### src/rtl/eac_defs.svh
// Offsets, field positions, reset values and timing counts of the EEPROM access controller.
// Assumes inclusion by bare name from the design files under rtl/.
`ifndef EAC_DEFS_SVH
`define EAC_DEFS_SVH

// Data-space byte offsets of the three registers.
`define EAC_OFS_DATA     8'h40
`define EAC_OFS_ADDR_LO  8'h41
`define EAC_OFS_ADDR_HI  8'h42
`define EAC_OFS_CTRL     8'h3F

// Field positions within the control register.
`define EAC_BIT_RSTB     0
`define EAC_BIT_WSTB     1
`define EAC_BIT_ARM      2
`define EAC_BIT_RIE      3
`define EAC_BIT_PM_LO    4
`define EAC_BIT_PM_HI    5

// Reset values.
`define EAC_RST_CTRL     8'h00
`define EAC_RST_DATA     8'h00
`define EAC_RST_PM       2'h0

// Program action encodings.
`define EAC_PM_ATOMIC    2'h0
`define EAC_PM_ERASE     2'h1
`define EAC_PM_WRITE     2'h2

// Arm window and CPU stall lengths in system clock cycles.
`define EAC_ARM_CYCLES   3'h4
`define EAC_WSTALL_CYC   3'h2
`define EAC_RSTALL_CYC   3'h4

// Write time in calibrated oscillator cycles, and its typical figures in microseconds.
`define EAC_WR_RC_CYCLES 16'h6700
`define EAC_T_WRITE_US   3300
`define EAC_T_ATOMIC_US  3400
`define EAC_T_SPLIT_US   1800

`endif

### src/rtl/eac_pkg.sv
// Types shared by the EEPROM access controller files.
// Assumes the constants header eac_defs.svh is available alongside.
package eac_pkg;

    typedef enum logic [1:0] {
        EAC_IDLE = 2'h0,
        EAC_PROG = 2'h1,
        EAC_DONE = 2'h3
    } eac_state_type;

    typedef struct packed {
        logic       req;
        logic [1:0] action;
        logic [9:0] addr;
        logic [7:0] data;
    } eac_prog_req_type;

endpackage

### src/rtl/eac_ctrl.sv
// Top of the EEPROM access controller: control, address and data registers.
// Assumes the CPU core drives the register port on i_clk and honours o_cpu_stall.
//
// Operation
// Data register carries write and read bytes.
// Mode field picks erase, write or both.
// Mode field frozen while write strobe set.
// Reset clears mode unless programming.
// Ready interrupt while enabled and strobe clear.
// No ready interrupt during write or self-program.
// Write starts only within four-cycle arm window.
// Strobe without arm has no effect.
// Arm bit self-clears after four cycles.
// Software arms then strobes within four cycles.
// No EEPROM write during Flash self-programming.
// Hardware clears strobe when programming ends.
// Write strobe stalls CPU two cycles.
// Read strobe fetches byte, stalls four cycles.
// Writes block reads and address changes.
// Write time counted on calibrated oscillator.
// Software keeps interrupts off during sequence.
// Software polls strobe before reading.
// Ten-bit address selects one of 1024.
// Unarmed strobe leaves strobe bit zero.
`timescale 1ns/1ps
`include "eac_defs.svh"

module eac_ctrl (
    input  wire logic        i_clk,
    input  wire logic        i_nrst,
    input  wire logic        i_ce,
    input  wire logic [7:0]  i_reg_addr,
    input  wire logic        i_reg_wr,
    input  wire logic        i_reg_rd,
    input  wire logic [7:0]  i_reg_wdata,
    output logic      [7:0]  o_reg_rdata,
    input  wire logic        i_global_irq_en,
    input  wire logic        i_self_program_active,
    input  wire logic        i_rc_clk_pin,
    output logic             o_cpu_stall,
    output logic             o_ready_irq,
    output eac_pkg::eac_prog_req_type o_prog,
    output logic      [9:0]  o_nvm_rd_addr,
    input  wire logic [7:0]  i_nvm_rd_data
);

    // ************************************************************
    // Register state
    // ************************************************************

    logic [7:0]  nvm_data_reg_r;
    logic [9:0]  nvm_address_reg_r;
    logic [1:0]  program_action_select_r;
    logic        ready_irq_enable_r;
    logic        master_write_arm_r;
    logic        write_strobe_r;
    logic [2:0]  arm_cnt_r;
    logic [2:0]  stall_cnt_r;
    logic [7:0]  rdata_r;
    logic [2:0]  rc_sync_r;
    logic        rc_level_r;
    eac_pkg::eac_state_type state_r;
    eac_pkg::eac_prog_req_type prog_r;

    // ************************************************************
    // Decoding
    // ************************************************************

    wire sel_ctrl    = (i_reg_addr == `EAC_OFS_CTRL);
    wire sel_data    = (i_reg_addr == `EAC_OFS_DATA);
    wire sel_addr_lo = (i_reg_addr == `EAC_OFS_ADDR_LO);
    wire sel_addr_hi = (i_reg_addr == `EAC_OFS_ADDR_HI);
    wire wr_ctrl     = i_reg_wr && sel_ctrl;
    wire busy        = write_strobe_r;
    wire arm_set     = wr_ctrl && i_reg_wdata[`EAC_BIT_ARM] && !i_reg_wdata[`EAC_BIT_WSTB];
    wire wstb_req    = wr_ctrl && i_reg_wdata[`EAC_BIT_WSTB];
    // A write launches only inside the arm window, idle, and no self-program.
    wire launch      = wstb_req && master_write_arm_r && !busy
                       && !i_self_program_active;
    wire rd_launch   = wr_ctrl && i_reg_wdata[`EAC_BIT_RSTB] && !busy;
    wire timer_busy;
    wire timer_done;
    // The timer keeps its count through a reset while a write is in progress; the synchroniser is reset, so no ticks arrive.
    wire timer_nrst  = i_nrst || write_strobe_r;

    // Calibrated oscillator pin sampled through three flip-flops.
    wire rc_agree    = (rc_sync_r[1] == rc_sync_r[2]);
    wire rc_tick     = rc_agree && rc_sync_r[2] && !rc_level_r;

    // ************************************************************
    // Programming timer
    // ************************************************************

    eac_prog_timer u_timer (
        .i_clk     (i_clk),
        .i_nrst    (timer_nrst),
        .i_ce      (i_ce),
        .i_start   (launch),
        .i_rc_tick (rc_tick),
        .i_limit   (`EAC_WR_RC_CYCLES),
        .o_busy    (timer_busy),
        .o_done    (timer_done)
    );

    // ************************************************************
    // Oscillator synchroniser
    // ************************************************************

    always_ff @(posedge i_clk) begin
        if (!i_nrst) begin
            rc_sync_r  <= 3'h0;
            rc_level_r <= 1'b0;
        end else if (i_ce) begin
            rc_sync_r <= {rc_sync_r[1:0], i_rc_clk_pin};
            if (rc_agree) begin
                rc_level_r <= rc_sync_r[2];
            end
        end
    end

    // ************************************************************
    // Control register
    // ************************************************************

    always_ff @(posedge i_clk) begin
        if (!i_nrst) begin
            ready_irq_enable_r <= 1'b0;
            master_write_arm_r <= 1'b0;
            arm_cnt_r          <= 3'h0;
            if (busy) begin
                program_action_select_r <= program_action_select_r;
            end else begin
                program_action_select_r <= `EAC_RST_PM;
            end
        end else if (i_ce) begin
            if (wr_ctrl) begin
                ready_irq_enable_r <= i_reg_wdata[`EAC_BIT_RIE];
                if (!busy) begin
                    program_action_select_r <= i_reg_wdata[`EAC_BIT_PM_HI:`EAC_BIT_PM_LO];
                end
            end
            if (arm_set) begin
                master_write_arm_r <= 1'b1;
                arm_cnt_r          <= `EAC_ARM_CYCLES - 3'h1;
            end else if (launch || arm_cnt_r == 3'h0) begin
                master_write_arm_r <= 1'b0;
            end else begin
                arm_cnt_r <= arm_cnt_r - 3'h1;
            end
        end
    end

    // ************************************************************
    // Write strobe and programming sequencer
    // ************************************************************

    // Reset leaves the strobe and sequencer alone so a running write completes.
    always_ff @(posedge i_clk) begin
        if (i_nrst || busy) begin
            if (i_ce) begin
                prog_r.req <= 1'b0;
                case (state_r)
                    eac_pkg::EAC_IDLE: begin
                        if (launch) begin
                            write_strobe_r <= 1'b1;
                            state_r        <= eac_pkg::EAC_PROG;
                            prog_r.req     <= 1'b1;
                            prog_r.action  <= program_action_select_r;
                            prog_r.addr    <= nvm_address_reg_r;
                            prog_r.data    <= nvm_data_reg_r;
                        end
                    end
                    eac_pkg::EAC_PROG: begin
                        if (timer_done) begin
                            state_r <= eac_pkg::EAC_DONE;
                        end
                    end
                    eac_pkg::EAC_DONE: begin
                        write_strobe_r <= 1'b0;
                        state_r        <= eac_pkg::EAC_IDLE;
                    end
                    default: begin
                        state_r <= eac_pkg::EAC_IDLE;
                    end
                endcase
            end
        end else begin
            write_strobe_r <= 1'b0;
            state_r        <= eac_pkg::EAC_IDLE;
            prog_r         <= '0;
        end
    end

    // ************************************************************
    // Address, data and stall
    // ************************************************************

    always_ff @(posedge i_clk) begin
        if (!i_nrst) begin
            nvm_data_reg_r <= `EAC_RST_DATA;
            stall_cnt_r    <= 3'h0;
        end else if (i_ce) begin
            if (rd_launch) begin
                nvm_data_reg_r <= i_nvm_rd_data;
            end else if (i_reg_wr && sel_data) begin
                nvm_data_reg_r <= i_reg_wdata;
            end
            if (launch) begin
                stall_cnt_r <= `EAC_WSTALL_CYC;
            end else if (rd_launch) begin
                stall_cnt_r <= `EAC_RSTALL_CYC;
            end else if (stall_cnt_r != 3'h0) begin
                stall_cnt_r <= stall_cnt_r - 3'h1;
            end
        end
    end

    // The address has no reset value; software loads it first.
    always_ff @(posedge i_clk) begin
        if (i_ce && i_nrst && !busy) begin
            if (i_reg_wr && sel_addr_lo) begin
                nvm_address_reg_r[7:0] <= i_reg_wdata;
            end
            if (i_reg_wr && sel_addr_hi) begin
                nvm_address_reg_r[9:8] <= i_reg_wdata[1:0];
            end
        end
    end

    // ************************************************************
    // Read mux
    // ************************************************************

    wire [7:0] ctrl_view = {2'h0, program_action_select_r, ready_irq_enable_r,
                            master_write_arm_r, write_strobe_r, 1'b0};
    wire [7:0] rd_mux = sel_ctrl    ? ctrl_view :
                        sel_data    ? nvm_data_reg_r :
                        sel_addr_lo ? nvm_address_reg_r[7:0] :
                        sel_addr_hi ? {6'h00, nvm_address_reg_r[9:8]} : 8'h00;

    always_ff @(posedge i_clk) begin
        if (!i_nrst) begin
            rdata_r <= 8'h00;
        end else if (i_ce && i_reg_rd) begin
            rdata_r <= rd_mux;
        end
    end

    // ************************************************************
    // Outputs
    // ************************************************************

    assign o_reg_rdata   = rdata_r;
    assign o_cpu_stall   = (stall_cnt_r != 3'h0);
    assign o_ready_irq   = ready_irq_enable_r && i_global_irq_en && !write_strobe_r
                           && !i_self_program_active && !timer_busy;
    assign o_prog        = prog_r;
    assign o_nvm_rd_addr = nvm_address_reg_r;

    // ************************************************************
    // Checks
    // ************************************************************

    property p_arm_clear;
        @(posedge i_clk) disable iff (!i_nrst)
        (i_ce && arm_set) ##1 (i_ce && !launch && !arm_set) [*4] |=> !master_write_arm_r;
    endproperty
    a_arm_clear: assert property (p_arm_clear) else $error("Arm bit not cleared.");

    property p_no_unarmed;
        @(posedge i_clk) disable iff (!i_nrst)
        (i_ce && wstb_req && !master_write_arm_r && !busy) |=> !write_strobe_r;
    endproperty
    a_no_unarmed: assert property (p_no_unarmed) else $error("Unarmed strobe set busy.");

    property p_launch;
        @(posedge i_clk) disable iff (!i_nrst)
        (i_ce && launch) |=> (write_strobe_r && prog_r.req);
    endproperty
    a_launch: assert property (p_launch) else $error("Armed strobe did not launch.");

    property p_pm_frozen;
        @(posedge i_clk) disable iff (!i_nrst)
        (write_strobe_r && $past(write_strobe_r)) |-> $stable(program_action_select_r);
    endproperty
    a_pm_frozen: assert property (p_pm_frozen) else $error("Mode changed while busy.");

    property p_irq;
        @(posedge i_clk) disable iff (!i_nrst)
        write_strobe_r |-> !o_ready_irq;
    endproperty
    a_irq: assert property (p_irq) else $error("Interrupt during write.");

    property p_wstall;
        @(posedge i_clk) disable iff (!i_nrst)
        (i_ce && launch) |=> o_cpu_stall ##1 (o_cpu_stall || !i_ce) ##1 (!o_cpu_stall || !i_ce);
    endproperty
    a_wstall: assert property (p_wstall) else $error("Write stall wrong.");

    property p_rd;
        @(posedge i_clk) disable iff (!i_nrst)
        (i_ce && rd_launch) |=> (nvm_data_reg_r == $past(i_nvm_rd_data)) && o_cpu_stall;
    endproperty
    a_rd: assert property (p_rd) else $error("Read fetch wrong.");

    property p_addr_hold;
        @(posedge i_clk) disable iff (!i_nrst)
        (busy && $past(busy)) |-> $stable(nvm_address_reg_r);
    endproperty
    a_addr_hold: assert property (p_addr_hold) else $error("Address moved while busy.");

    property p_self_prog;
        @(posedge i_clk) disable iff (!i_nrst)
        (i_self_program_active && !busy) |=> !write_strobe_r;
    endproperty
    a_self_prog: assert property (p_self_prog) else $error("Write during self-program.");

    property p_pm_reset;
        @(posedge i_clk)
        (!i_nrst && !busy) |=> (program_action_select_r == `EAC_RST_PM);
    endproperty
    a_pm_reset: assert property (p_pm_reset) else $error("Mode not cleared by reset.");

    property p_pm_reset_hold;
        @(posedge i_clk)
        (!i_nrst && busy) |=> $stable(program_action_select_r);
    endproperty
    a_pm_reset_hold: assert property (p_pm_reset_hold) else $error("Mode lost in reset.");

    property p_strobe_clear;
        @(posedge i_clk) disable iff (!i_nrst)
        (i_ce && write_strobe_r && timer_done) ##1 i_ce |=> !write_strobe_r;
    endproperty
    a_strobe_clear: assert property (p_strobe_clear) else $error("Strobe not cleared.");

    property p_read_blocked;
        @(posedge i_clk) disable iff (!i_nrst)
        (i_ce && wr_ctrl && i_reg_wdata[`EAC_BIT_RSTB] && busy) |=> $stable(nvm_data_reg_r);
    endproperty
    a_read_blocked: assert property (p_read_blocked) else $error("Read while busy.");

    property p_irq_ready;
        @(posedge i_clk) disable iff (!i_nrst)
        (ready_irq_enable_r && i_global_irq_en && !write_strobe_r
         && state_r == eac_pkg::EAC_IDLE && !i_self_program_active) |-> o_ready_irq;
    endproperty
    a_irq_ready: assert property (p_irq_ready) else $error("Ready interrupt missing.");

    property p_self_prog_irq;
        @(posedge i_clk) disable iff (!i_nrst)
        i_self_program_active |-> !o_ready_irq;
    endproperty
    a_self_prog_irq: assert property (p_self_prog_irq) else $error("Interrupt in self-program.");

    property p_rd_stall;
        @(posedge i_clk) disable iff (!i_nrst)
        (i_ce && rd_launch && !launch) ##1 (i_ce && !launch && !rd_launch) [*4] |=> !o_cpu_stall;
    endproperty
    a_rd_stall: assert property (p_rd_stall) else $error("Read stall too long.");

    property p_addr_lo;
        @(posedge i_clk) disable iff (!i_nrst)
        (i_ce && !busy && i_reg_wr && sel_addr_lo)
        |=> (nvm_address_reg_r[7:0] == $past(i_reg_wdata));
    endproperty
    a_addr_lo: assert property (p_addr_lo) else $error("Address low byte not loaded.");

endmodule

### src/rtl/eac_prog_timer.sv
// Programming timer counting calibrated oscillator ticks.
// Assumes the tick input is already synchronous to i_clk as a one-cycle pulse.
`timescale 1ns/1ps
`include "eac_defs.svh"

module eac_prog_timer (
    input  wire logic        i_clk,
    input  wire logic        i_nrst,
    input  wire logic        i_ce,
    input  wire logic        i_start,
    input  wire logic        i_rc_tick,
    input  wire logic [15:0] i_limit,
    output logic             o_busy,
    output logic             o_done
);

    logic [15:0] cnt_r;
    logic        busy_r;
    logic        done_r;
    wire         last_tick = busy_r && i_rc_tick && (cnt_r == i_limit - 16'h0001);

    always_ff @(posedge i_clk) begin
        if (!i_nrst) begin
            cnt_r  <= 16'h0000;
            busy_r <= 1'b0;
            done_r <= 1'b0;
        end else if (i_ce) begin
            done_r <= last_tick;
            if (i_start && !busy_r) begin
                cnt_r  <= 16'h0000;
                busy_r <= 1'b1;
            end else if (last_tick) begin
                busy_r <= 1'b0;
            end else if (busy_r && i_rc_tick) begin
                cnt_r <= cnt_r + 16'h0001;
            end
        end
    end

    assign o_busy = busy_r;
    assign o_done = done_r;

endmodule

### config.mk
export PLATFORM = sky130hd
export DESIGN_NAME = eac_ctrl
export DESIGN_NICKNAME = d
export VERILOG_FILES = /design/src/rtl/eac_pkg.sv /design/src/rtl/eac_ctrl.sv /design/src/rtl/eac_prog_timer.sv
export VERILOG_INCLUDE_DIRS = /design/src /design/src/rtl
export SDC_FILE = /design/constraint.sdc
export NUM_CORES = 1
export LEC_CHECK = 0
export BUFFER_PORTS_ARGS = -buffer_cell sky130_fd_sc_hd__buf_2
export CAP_MARGIN = 20
export CORE_ASPECT_RATIO = 0.8
export CORE_MARGIN = 5
export CORE_UTILIZATION = 45
export DETAILED_ROUTE_END_ITERATION = 10
export PLACE_DENSITY = 0.68
export SYNTH_ARGS = -nofsm -noshare
export SYNTH_HDL_FRONTEND = slang
export SYNTH_HIERARCHICAL = 1
export SYNTH_SLANG_ARGS = --single-unit
export TNS_END_PERCENT = 10
### constraint.sdc
create_clock -name i_clk -period 2.5 [get_ports i_clk]
set_input_delay 0.125 -clock i_clk [delete_from_list [all_inputs] [get_ports i_clk]]
set_output_delay 0.125 -clock i_clk [all_outputs]
set_load 0.05 [all_outputs]
==> results of run 1 <==
## critical path, stage by stage, from the launching register on
cell	delay, ps
dfxtp_1	380
and4bb_1	290
and4_1	250
nand2b_1	80
a21boi_0	260
and3_4	290
nand2_1	130
o311ai_0	370
o41ai_1	140
## sequential cells by signal (all words and copies together), names as in the netlist, 2 cells and up
signal,flops
arm_cnt_r,3
nvm_data_reg_r,8
o_nvm_rd_addr,10
o_prog,21
o_reg_rdata,8
program_action_select_r,2
rc_sync_r,3
stall_cnt_r,3
state_r,2
u_timer/cnt_r,16
## layer usage
| layer | vias up | GRT usage |
|---|---|---|
| met5 | - | 0 |
| met4 | 0 | 0.0707 |
| met3 | 36 | 0.0508 |
| met2 | 163 | 0.327 |
| met1 | 2159 | 0.297 |
| li1 | 2195 | - |
## where the power goes
group	switching [mW]	internal [mW]
Clock	0.578	0.810
Sequential	0.0305	1.38
Combinational	0.333	0.201
## Yosys cell counts, types with 2 or more instances
library cell | number | area share
a211oi_1 | 3 | 0.0048
nand2_1 | 37 | 0.030
or3_1 | 7 | 0.0094
and3b_1 | 2 | 0.0037
o211a_1 | 11 | 0.024
edfxtp_1 | 12 | 0.077
o31ai_1 | 7 | 0.011
a31oi_1 | 3 | 0.0040
nor3_2 | 2 | 0.0043
nor3_1 | 8 | 0.0086
a21oi_1 | 38 | 0.041
nor4_1 | 6 | 0.0080
o311ai_0 | 3 | 0.0056
o21ai_1 | 11 | 0.012
o211ai_1 | 10 | 0.016
buf_2 | 10 | 0.011
xnor2_1 | 13 | 0.024
mux2i_1 | 19 | 0.041
dfxtp_1 | 70 | 0.30
a2bb2oi_1 | 2 | 0.0037
nand3b_1 | 6 | 0.0096
nor2b_1 | 8 | 0.011
and3_1 | 9 | 0.012
buf_6 | 5 | 0.012
or4_1 | 5 | 0.0080
o21ai_0 | 21 | 0.022
nand4_1 | 20 | 0.027
buf_1 | 3 | 0.0024
and4_1 | 6 | 0.011
buf_4 | 3 | 0.0048
o2111ai_1 | 7 | 0.013
conb_1 | 2 | 0.0016
xor2_1 | 4 | 0.0075
o2bb2ai_1 | 4 | 0.0075
inv_1 | 15 | 0.012
ha_1 | 7 | 0.019
nor4b_1 | 4 | 0.0075
nor2_1 | 20 | 0.016
nand2b_1 | 13 | 0.017
clkbuf_1 | 16 | 0.013
and2_1 | 6 | 0.0080
nand3_1 | 32 | 0.034
o21a_1 | 4 | 0.0064
## cell type report
cell class                      count  area, µm²
Multi-Input combinational cell    447       2860
Inverter                           16       60.1
Clock inverter                      5       43.8
Sequential cell                    82       1760
Timing Repair Buffer              100        589
Clock buffer                       11        275
Fill cell                         938       4440
Tap cell                          140        175
## metrics by stage
stage	utilization	std cells	cell area, µm²	power (mW)	setup WS [ps]
3_5_place_dp	0.526	779	5370	1.96	102
4_1_cts	0.563	801	5750	3.35	69.0
2_1_floorplan	-	583	4880	1.82	2.98
5_1_grt	0.565	801	5760	3.47	37.2
6_report	0.565	801	5760	3.34	194
3_3_place_gp	0.526	779	5370	1.93	171
## timing repair
action	4_1_cts	5_1_grt
setup endpoints to repair	0	15
hold buffers	6	0
endpoints found under the hold margin	6	0
resized for setup	0	4
setup buffers	0	0
## kinds of logic (layout without fill, tap and decap cells)
| family | count (synthesis) | in the layout |
|---|---|---|
| AND/OR/NAND/NOR | 206 | 206 |
| other | 2 | 55 |
| multiplexers | 20 | 20 |
| buffers and inverters | 54 | 132 |
| XOR/XNOR | 17 | 17 |
| adder cells (fa/ha/maj) | 7 | 7 |
| flip-flops | 82 | 82 |
| AO/OA/AOI/OAI | 142 | 142 |
## how the worst min path moves through the flow
stage	to	slack, ps	depth (start not counted)
detailed placement	o_nvm_rd_addr[6]	320	1
global route	rc_sync_r[0]	20	3
finish	rc_sync_r[0]	20	3
global placement	o_nvm_rd_addr[6]	330	1
CTS	rc_sync_r[0]	20	3
floorplan	o_nvm_rd_addr[0]	220	0
## cell usage in the layout (no fill, tap or decap), types with 6 or more instances in the layout
cell type and n:
buf_2 72, dfxtp_1 70, conb_1 55, a21oi_1 38
nand2_1 37, nand3_1 32, o21ai_0 21, buf_4 21
nor2_1 20, nand4_1 20, mux2i_1 19, inv_1 15
nand2b_1 13, xnor2_1 13, edfxtp_1 12, o21ai_1 11
o211a_1 11, clkbuf_16 11, o211ai_1 10, nor2b_1 8
nor3_1 8, and3_1 8, o31ai_1 7, o2111ai_1 7
or3_1 7, ha_1 7, and4_1 6, and2_1 6
nand3b_1 6, dlygate4sd3_1 6
==> results by group, run 1 <==
Die
  • Placeable Area: just over 0.01 mm²
  • Overall die area: 0.0125 mm²
  • Effective utilization at floorplan: 0.459
  • Num rows: 33
  • Vertical extent of the die: 101 µm
  • Count of pins on the block boundary: 73
  • Die width: 124 µm

Yosys
  • Count of yosys warnings during synthesis: 6
  • Summed instance area of the synthesized netlist: 0.00468 mm²
  • Synthesized instance count: 530
  • Distinct cell type count of the synthesized netlist: 79
  • Area share of fa/ha/maj cells after synthesis: 0.0187
  • Count of flip-flops with a built-in enable after synthesis: 12
  • Portion of netlist area occupied by mux cells: 0.0431
  • Post-synthesis simple-gate area fraction: 0.260
  • Compound-cell area share of the yosys netlist: 0.209
  • Yosys reg bits: 82
  • Seq/Total Area, Yosys: 0.377
  • Average footprint of a synthesized cell: 8.82 µm²
  • Largest family of logic cells by synthesized area: simple AND/OR/NAND/NOR gates
  • Parity-gate share of the synthesized area counting xor and xnor cells: 0.0318
  • Proportion of synthesized flip-flops having asynchronous set or reset: 0
  • Synth Flop Type: dfxtp_1

Timing
  • Fmax: 434 MHz
  • Final Max Slew Viols: 0
  • Period utilisation layout: 0.923
  • Final Skew: 13.7 ps
  • Unrepaired setup endpoints after global routing: no
  • Final hold violation count: 0
  • Final Critical Period: between 2000 and 2500 ps
  • Worst slew margin: 0.517
  • Tightest Pin Transition: 724 ps
  • Setup TNS: 0 ps
  • Number of setup violations in the final report: 0
  • Worst Hold Margin: 25.0 ps

Drt
  • DR top layer: met4
  • Detail Route met2 WL: around 5800 µm
  • 1st-pass router iterations: 5
  • Total Wirelength: roughly 13000 µm
  • Per-cell via count in the routed design: 5.68
  • Detailed-routed wire length on met3: 902 µm
  • Routed vias: between 4000 and 5000
  • Met1 routed wirelength after detailed routing: about 6000 µm
  • Detailed-route DRC error count: 0
  • Detailed router's first-iteration violation count: 340
  • Post-DR wirelength/cell: ~16 µm
  • DRT antenna net count: 0

Setup path
  • Biggest fanout along the worst timing path: 8
  • Critical path startpoint category: flip-flop
  • Arr. time, crit path: about 2500 ps
  • WP data required: 2720 ps
  • Crit path from: master_write_arm_r
  • Critical path capture point type: flip-flop
  • Worst flop-to-flop path endpoint: u_timer/cnt_r[12]
  • R2R Setup Slk: 190 ps
  • R2r startpoint: master_write_arm_r
  • Timing endpoint of the critical path: u_timer/cnt_r[12]
  • Crit path kind: flip-flop to flip-flop
  • Reg2Reg Depth: 8

Place
  • Count of port buffers added during placement: 72
  • Post-DP HPWL: 9640 µm
  • RePlAce Congestion: 0.896

Clock network
  • Source-to-sink clock delay at the later pin of the worst-skew pair: 350 ps
  • Clk sink count: 82
  • CTS tree: yes
  • Inserted Clock Buffers: 9
  • Clock tree root buffer cell: clkbuf_16
  • Register clock-pin slew on the reported worst setup and hold paths: 70 ps
  • Buffer depth of the longest clock path: 2
  • Htree depth: 3

Cells and area
  • Antenna Cells: 0
  • Net count reported at finish: 695
  • Layout cell share with drive strength beyond 1: 0.191
  • Layout overhead on the synthesized area: 23.2%

Run
  • Count of maximum capacitance violations: 0

Run status
  • Run status: finished clean

Hold path
  • Hold/Removal Path Class: input port to flip-flop
  • Hold Path Origin: i_rc_clk_pin

Global route
  • Total global routing overflow: 0
  • Maximum number of pins on one net before global-route repair: 25
  • Combined global-route utilization of all metal layers: 0.213
  • Initial antenna violation count: 0
  • Global-route wire length before repair: 20900 µm
  • Vias in the first global route: 4309

Power and ir drop
  • Power density cells: just under 600 mW/mm²
  • Reported leakage power: 2.39 nW
  • Peak supply drop: 0.000769 V
No activity file was read; power rests on OpenSTA's default activity.
==> run 2: changes to the inputs <==
Settings changed: CORE_UTILIZATION 45 to 52, PLACE_DENSITY 0.68 to 0.77.
==> results by group, run 2 (synthesized netlist as in run 1, its figures left out) <==
Run status
  • Run status: finished clean

Global route
  • Initial antenna violation count: 0
  • Maximum number of pins on one net before global-route repair: 25
  • Total global routing overflow: 0
  • Vias in the first global route: between 4000 and 5000
  • Global-route wire length before repair: 21000 µm
  • Combined global-route utilization of all metal layers: 0.243

Setup path
  • Arr. time, crit path: about 2600 ps
  • Critical path startpoint category: flip-flop
  • Stage delay of the slowest cell on the critical path: 480 ps
  • Critical path capture point type: flip-flop
  • Critical-path top delay cell: or4_4
  • Reg2Reg Depth: 10
  • Worst flop-to-flop path endpoint: u_timer/cnt_r[12]
  • WP data required: 2750 ps
  • Crit path kind: flip-flop to flip-flop
  • Biggest fanout along the worst timing path: 20
  • Crit path cell chain: ha_1 -> nor2b_1 -> nand2_1 -> nor4_2 -> o221ai_1 -> or4_4 -> nor2_4 -> buf_12 -> o311ai_0 -> o41ai_1
  • R2r startpoint: rc_sync_r[1]
  • R2R Setup Slk: 190 ps

Die
  • Count of pins on the block boundary: 73
  • Overall die area: 0.0110 mm²
  • Vertical extent of the die: 94.8 µm
  • Num rows: 31
  • Die width: 116 µm
  • Placeable Area: 0.00892 mm²
  • Effective utilization at floorplan: 0.524

Clock network
  • Buffer depth of the longest clock path: 2
  • Clock tree root buffer cell: clkbuf_16
  • Register clock-pin slew on the reported worst setup and hold paths: ~70 ps
  • Clk sink count: slightly above 80
  • Source-to-sink clock delay at the later pin of the worst-skew pair: 350 ps
  • Htree depth: 3
  • Inserted Clock Buffers: 9
  • CTS tree: yes

Timing
  • Final Critical Period: 2310 ps
  • Final hold violation count: 0
  • Final Skew: 7.16 ps
  • Period utilisation layout: 0.923
  • Unrepaired setup endpoints after global routing: no
  • Number of setup violations in the final report: 0
  • Setup TNS: 0 ps
  • Worst slew margin: 0.497
  • Tightest Pin Transition: 755 ps
  • Final Max Slew Viols: 0
  • Fmax: 433 MHz

Run
  • Count of maximum capacitance violations: 0

Cells and area
  • Layout cell share with drive strength beyond 1: 0.188
  • Net count reported at finish: 693
  • Most common library cell in the layout ignoring fill and taps: buf_2
  • Filler cells: 771
  • Top library cells by usage in the layout, fill and taps aside: 72 x buf_2, 70 x dfxtp_1, 55 x conb_1, 38 x a21oi_1, 37 x nand2_1
  • Final Non-Filler Cells: 774
  • Layout overhead on the synthesized area: 21.4%
  • Number of flip-flops under the largest register name: 21
  • Antenna Cells: 0

Drt
  • Detailed-route DRC error count: 0
  • DRT antenna net count: 0
  • Detailed router's first-iteration violation count: 407
  • 1st-pass router iterations: 5
  • Routed vias: 4579
  • Per-cell via count in the routed design: 5.92
  • Total Wirelength: between 10000 and 15000 µm
  • Post-DR wirelength/cell: 16.7 µm

Hold path
  • Hold/Removal Path Class: input port to flip-flop
  • Hold Path Origin: i_reg_wdata[3]
  • Hold depth: 1
  • Endpoint, Worst Hold: o_nvm_rd_addr[3]

Place
  • Inst Count DP: 753
  • RePlAce Congestion: 0.914
  • Count of port buffers added during placement: between 70 and 80
  • Post-DP HPWL: 9600 µm

Power and ir drop
  • Power density cells: ~570 mW/mm²
  • Peak supply drop: 0.000486 V
  • Reported leakage power: 2.36 nW
[run 2: how the worst max path moves through the flow]
stage                 start                 to  slack, ps
3_3_place_gp   rc_sync_r[1]  u_timer/cnt_r[12]        210
3_5_place_dp   rc_sync_r[1]  u_timer/cnt_r[12]         20
5_1_grt        rc_sync_r[1]   u_timer/cnt_r[9]          9
4_1_cts        rc_sync_r[1]  u_timer/cnt_r[12]          7
6_report       rc_sync_r[1]  u_timer/cnt_r[12]        190
2_1_floorplan          busy  u_timer/cnt_r[12]          3
[run 2: cell type report]
class	count	area, µm²	share of cell area
tap	115	144	0.0253
clock buffer	10	229	0.0403
multi-input combinational	447	2860	0.503
sequential	82	1760	0.310
timing repair buffer	98	581	0.102
inverter	16	60.1	0.0106
clock inverter	6	47.5	0.00837
[run 2: metrics by stage]
stage | utilization | area (µm²) | total power [mW] | hold slack (ps) | setup slack (ps)
floorplan | - | 4880 | 1.82 | 224 | 2.98
detailed placement | 0.599 | 5340 | 1.97 | 325 | 18.2
CTS | 0.635 | 5670 | 3.22 | 0.743 | 7.48
global placement | 0.599 | 5340 | 1.93 | 323 | 212
finish | 0.637 | 5680 | 3.22 | 13.0 | 192
global route | 0.637 | 5680 | 3.35 | 10.1 | 9.37
[run 2: power by group]
part	switching, mW	total [mW]	internal [mW]
Sequential	0.0303	1.41	1.38
Combinational	0.343	0.546	0.203
Clock	0.570	1.26	0.687
[run 2: worst max-delay path: cells and delay by family, from the launching register on]
family	cells	cell delay [ps]
AO/OA/AOI/OAI	3	430
buffers and inverters	1	160
flip-flops	1	360
adder cells (fa/ha/maj)	1	150
AND/OR/NAND/NOR	5	1120
[run 2: layer usage]
layer	vias up	wire length, µm	share of wire	track usage
li1	2182	-	-	-
met1	2154	5680	0.44	0.324
met2	204	5870	0.45	0.383
met3	39	973	0.075	0.0634
met4	0	379	0.029	0.0831
met5	-	0	0	0
[run 2: timing repair]
item,4_1_cts,5_1_grt
setup endpoints to repair,0,17
resized for setup,0,3
hold buffers,5,0
setup buffers,0,0
hold endpoints to repair,5,0
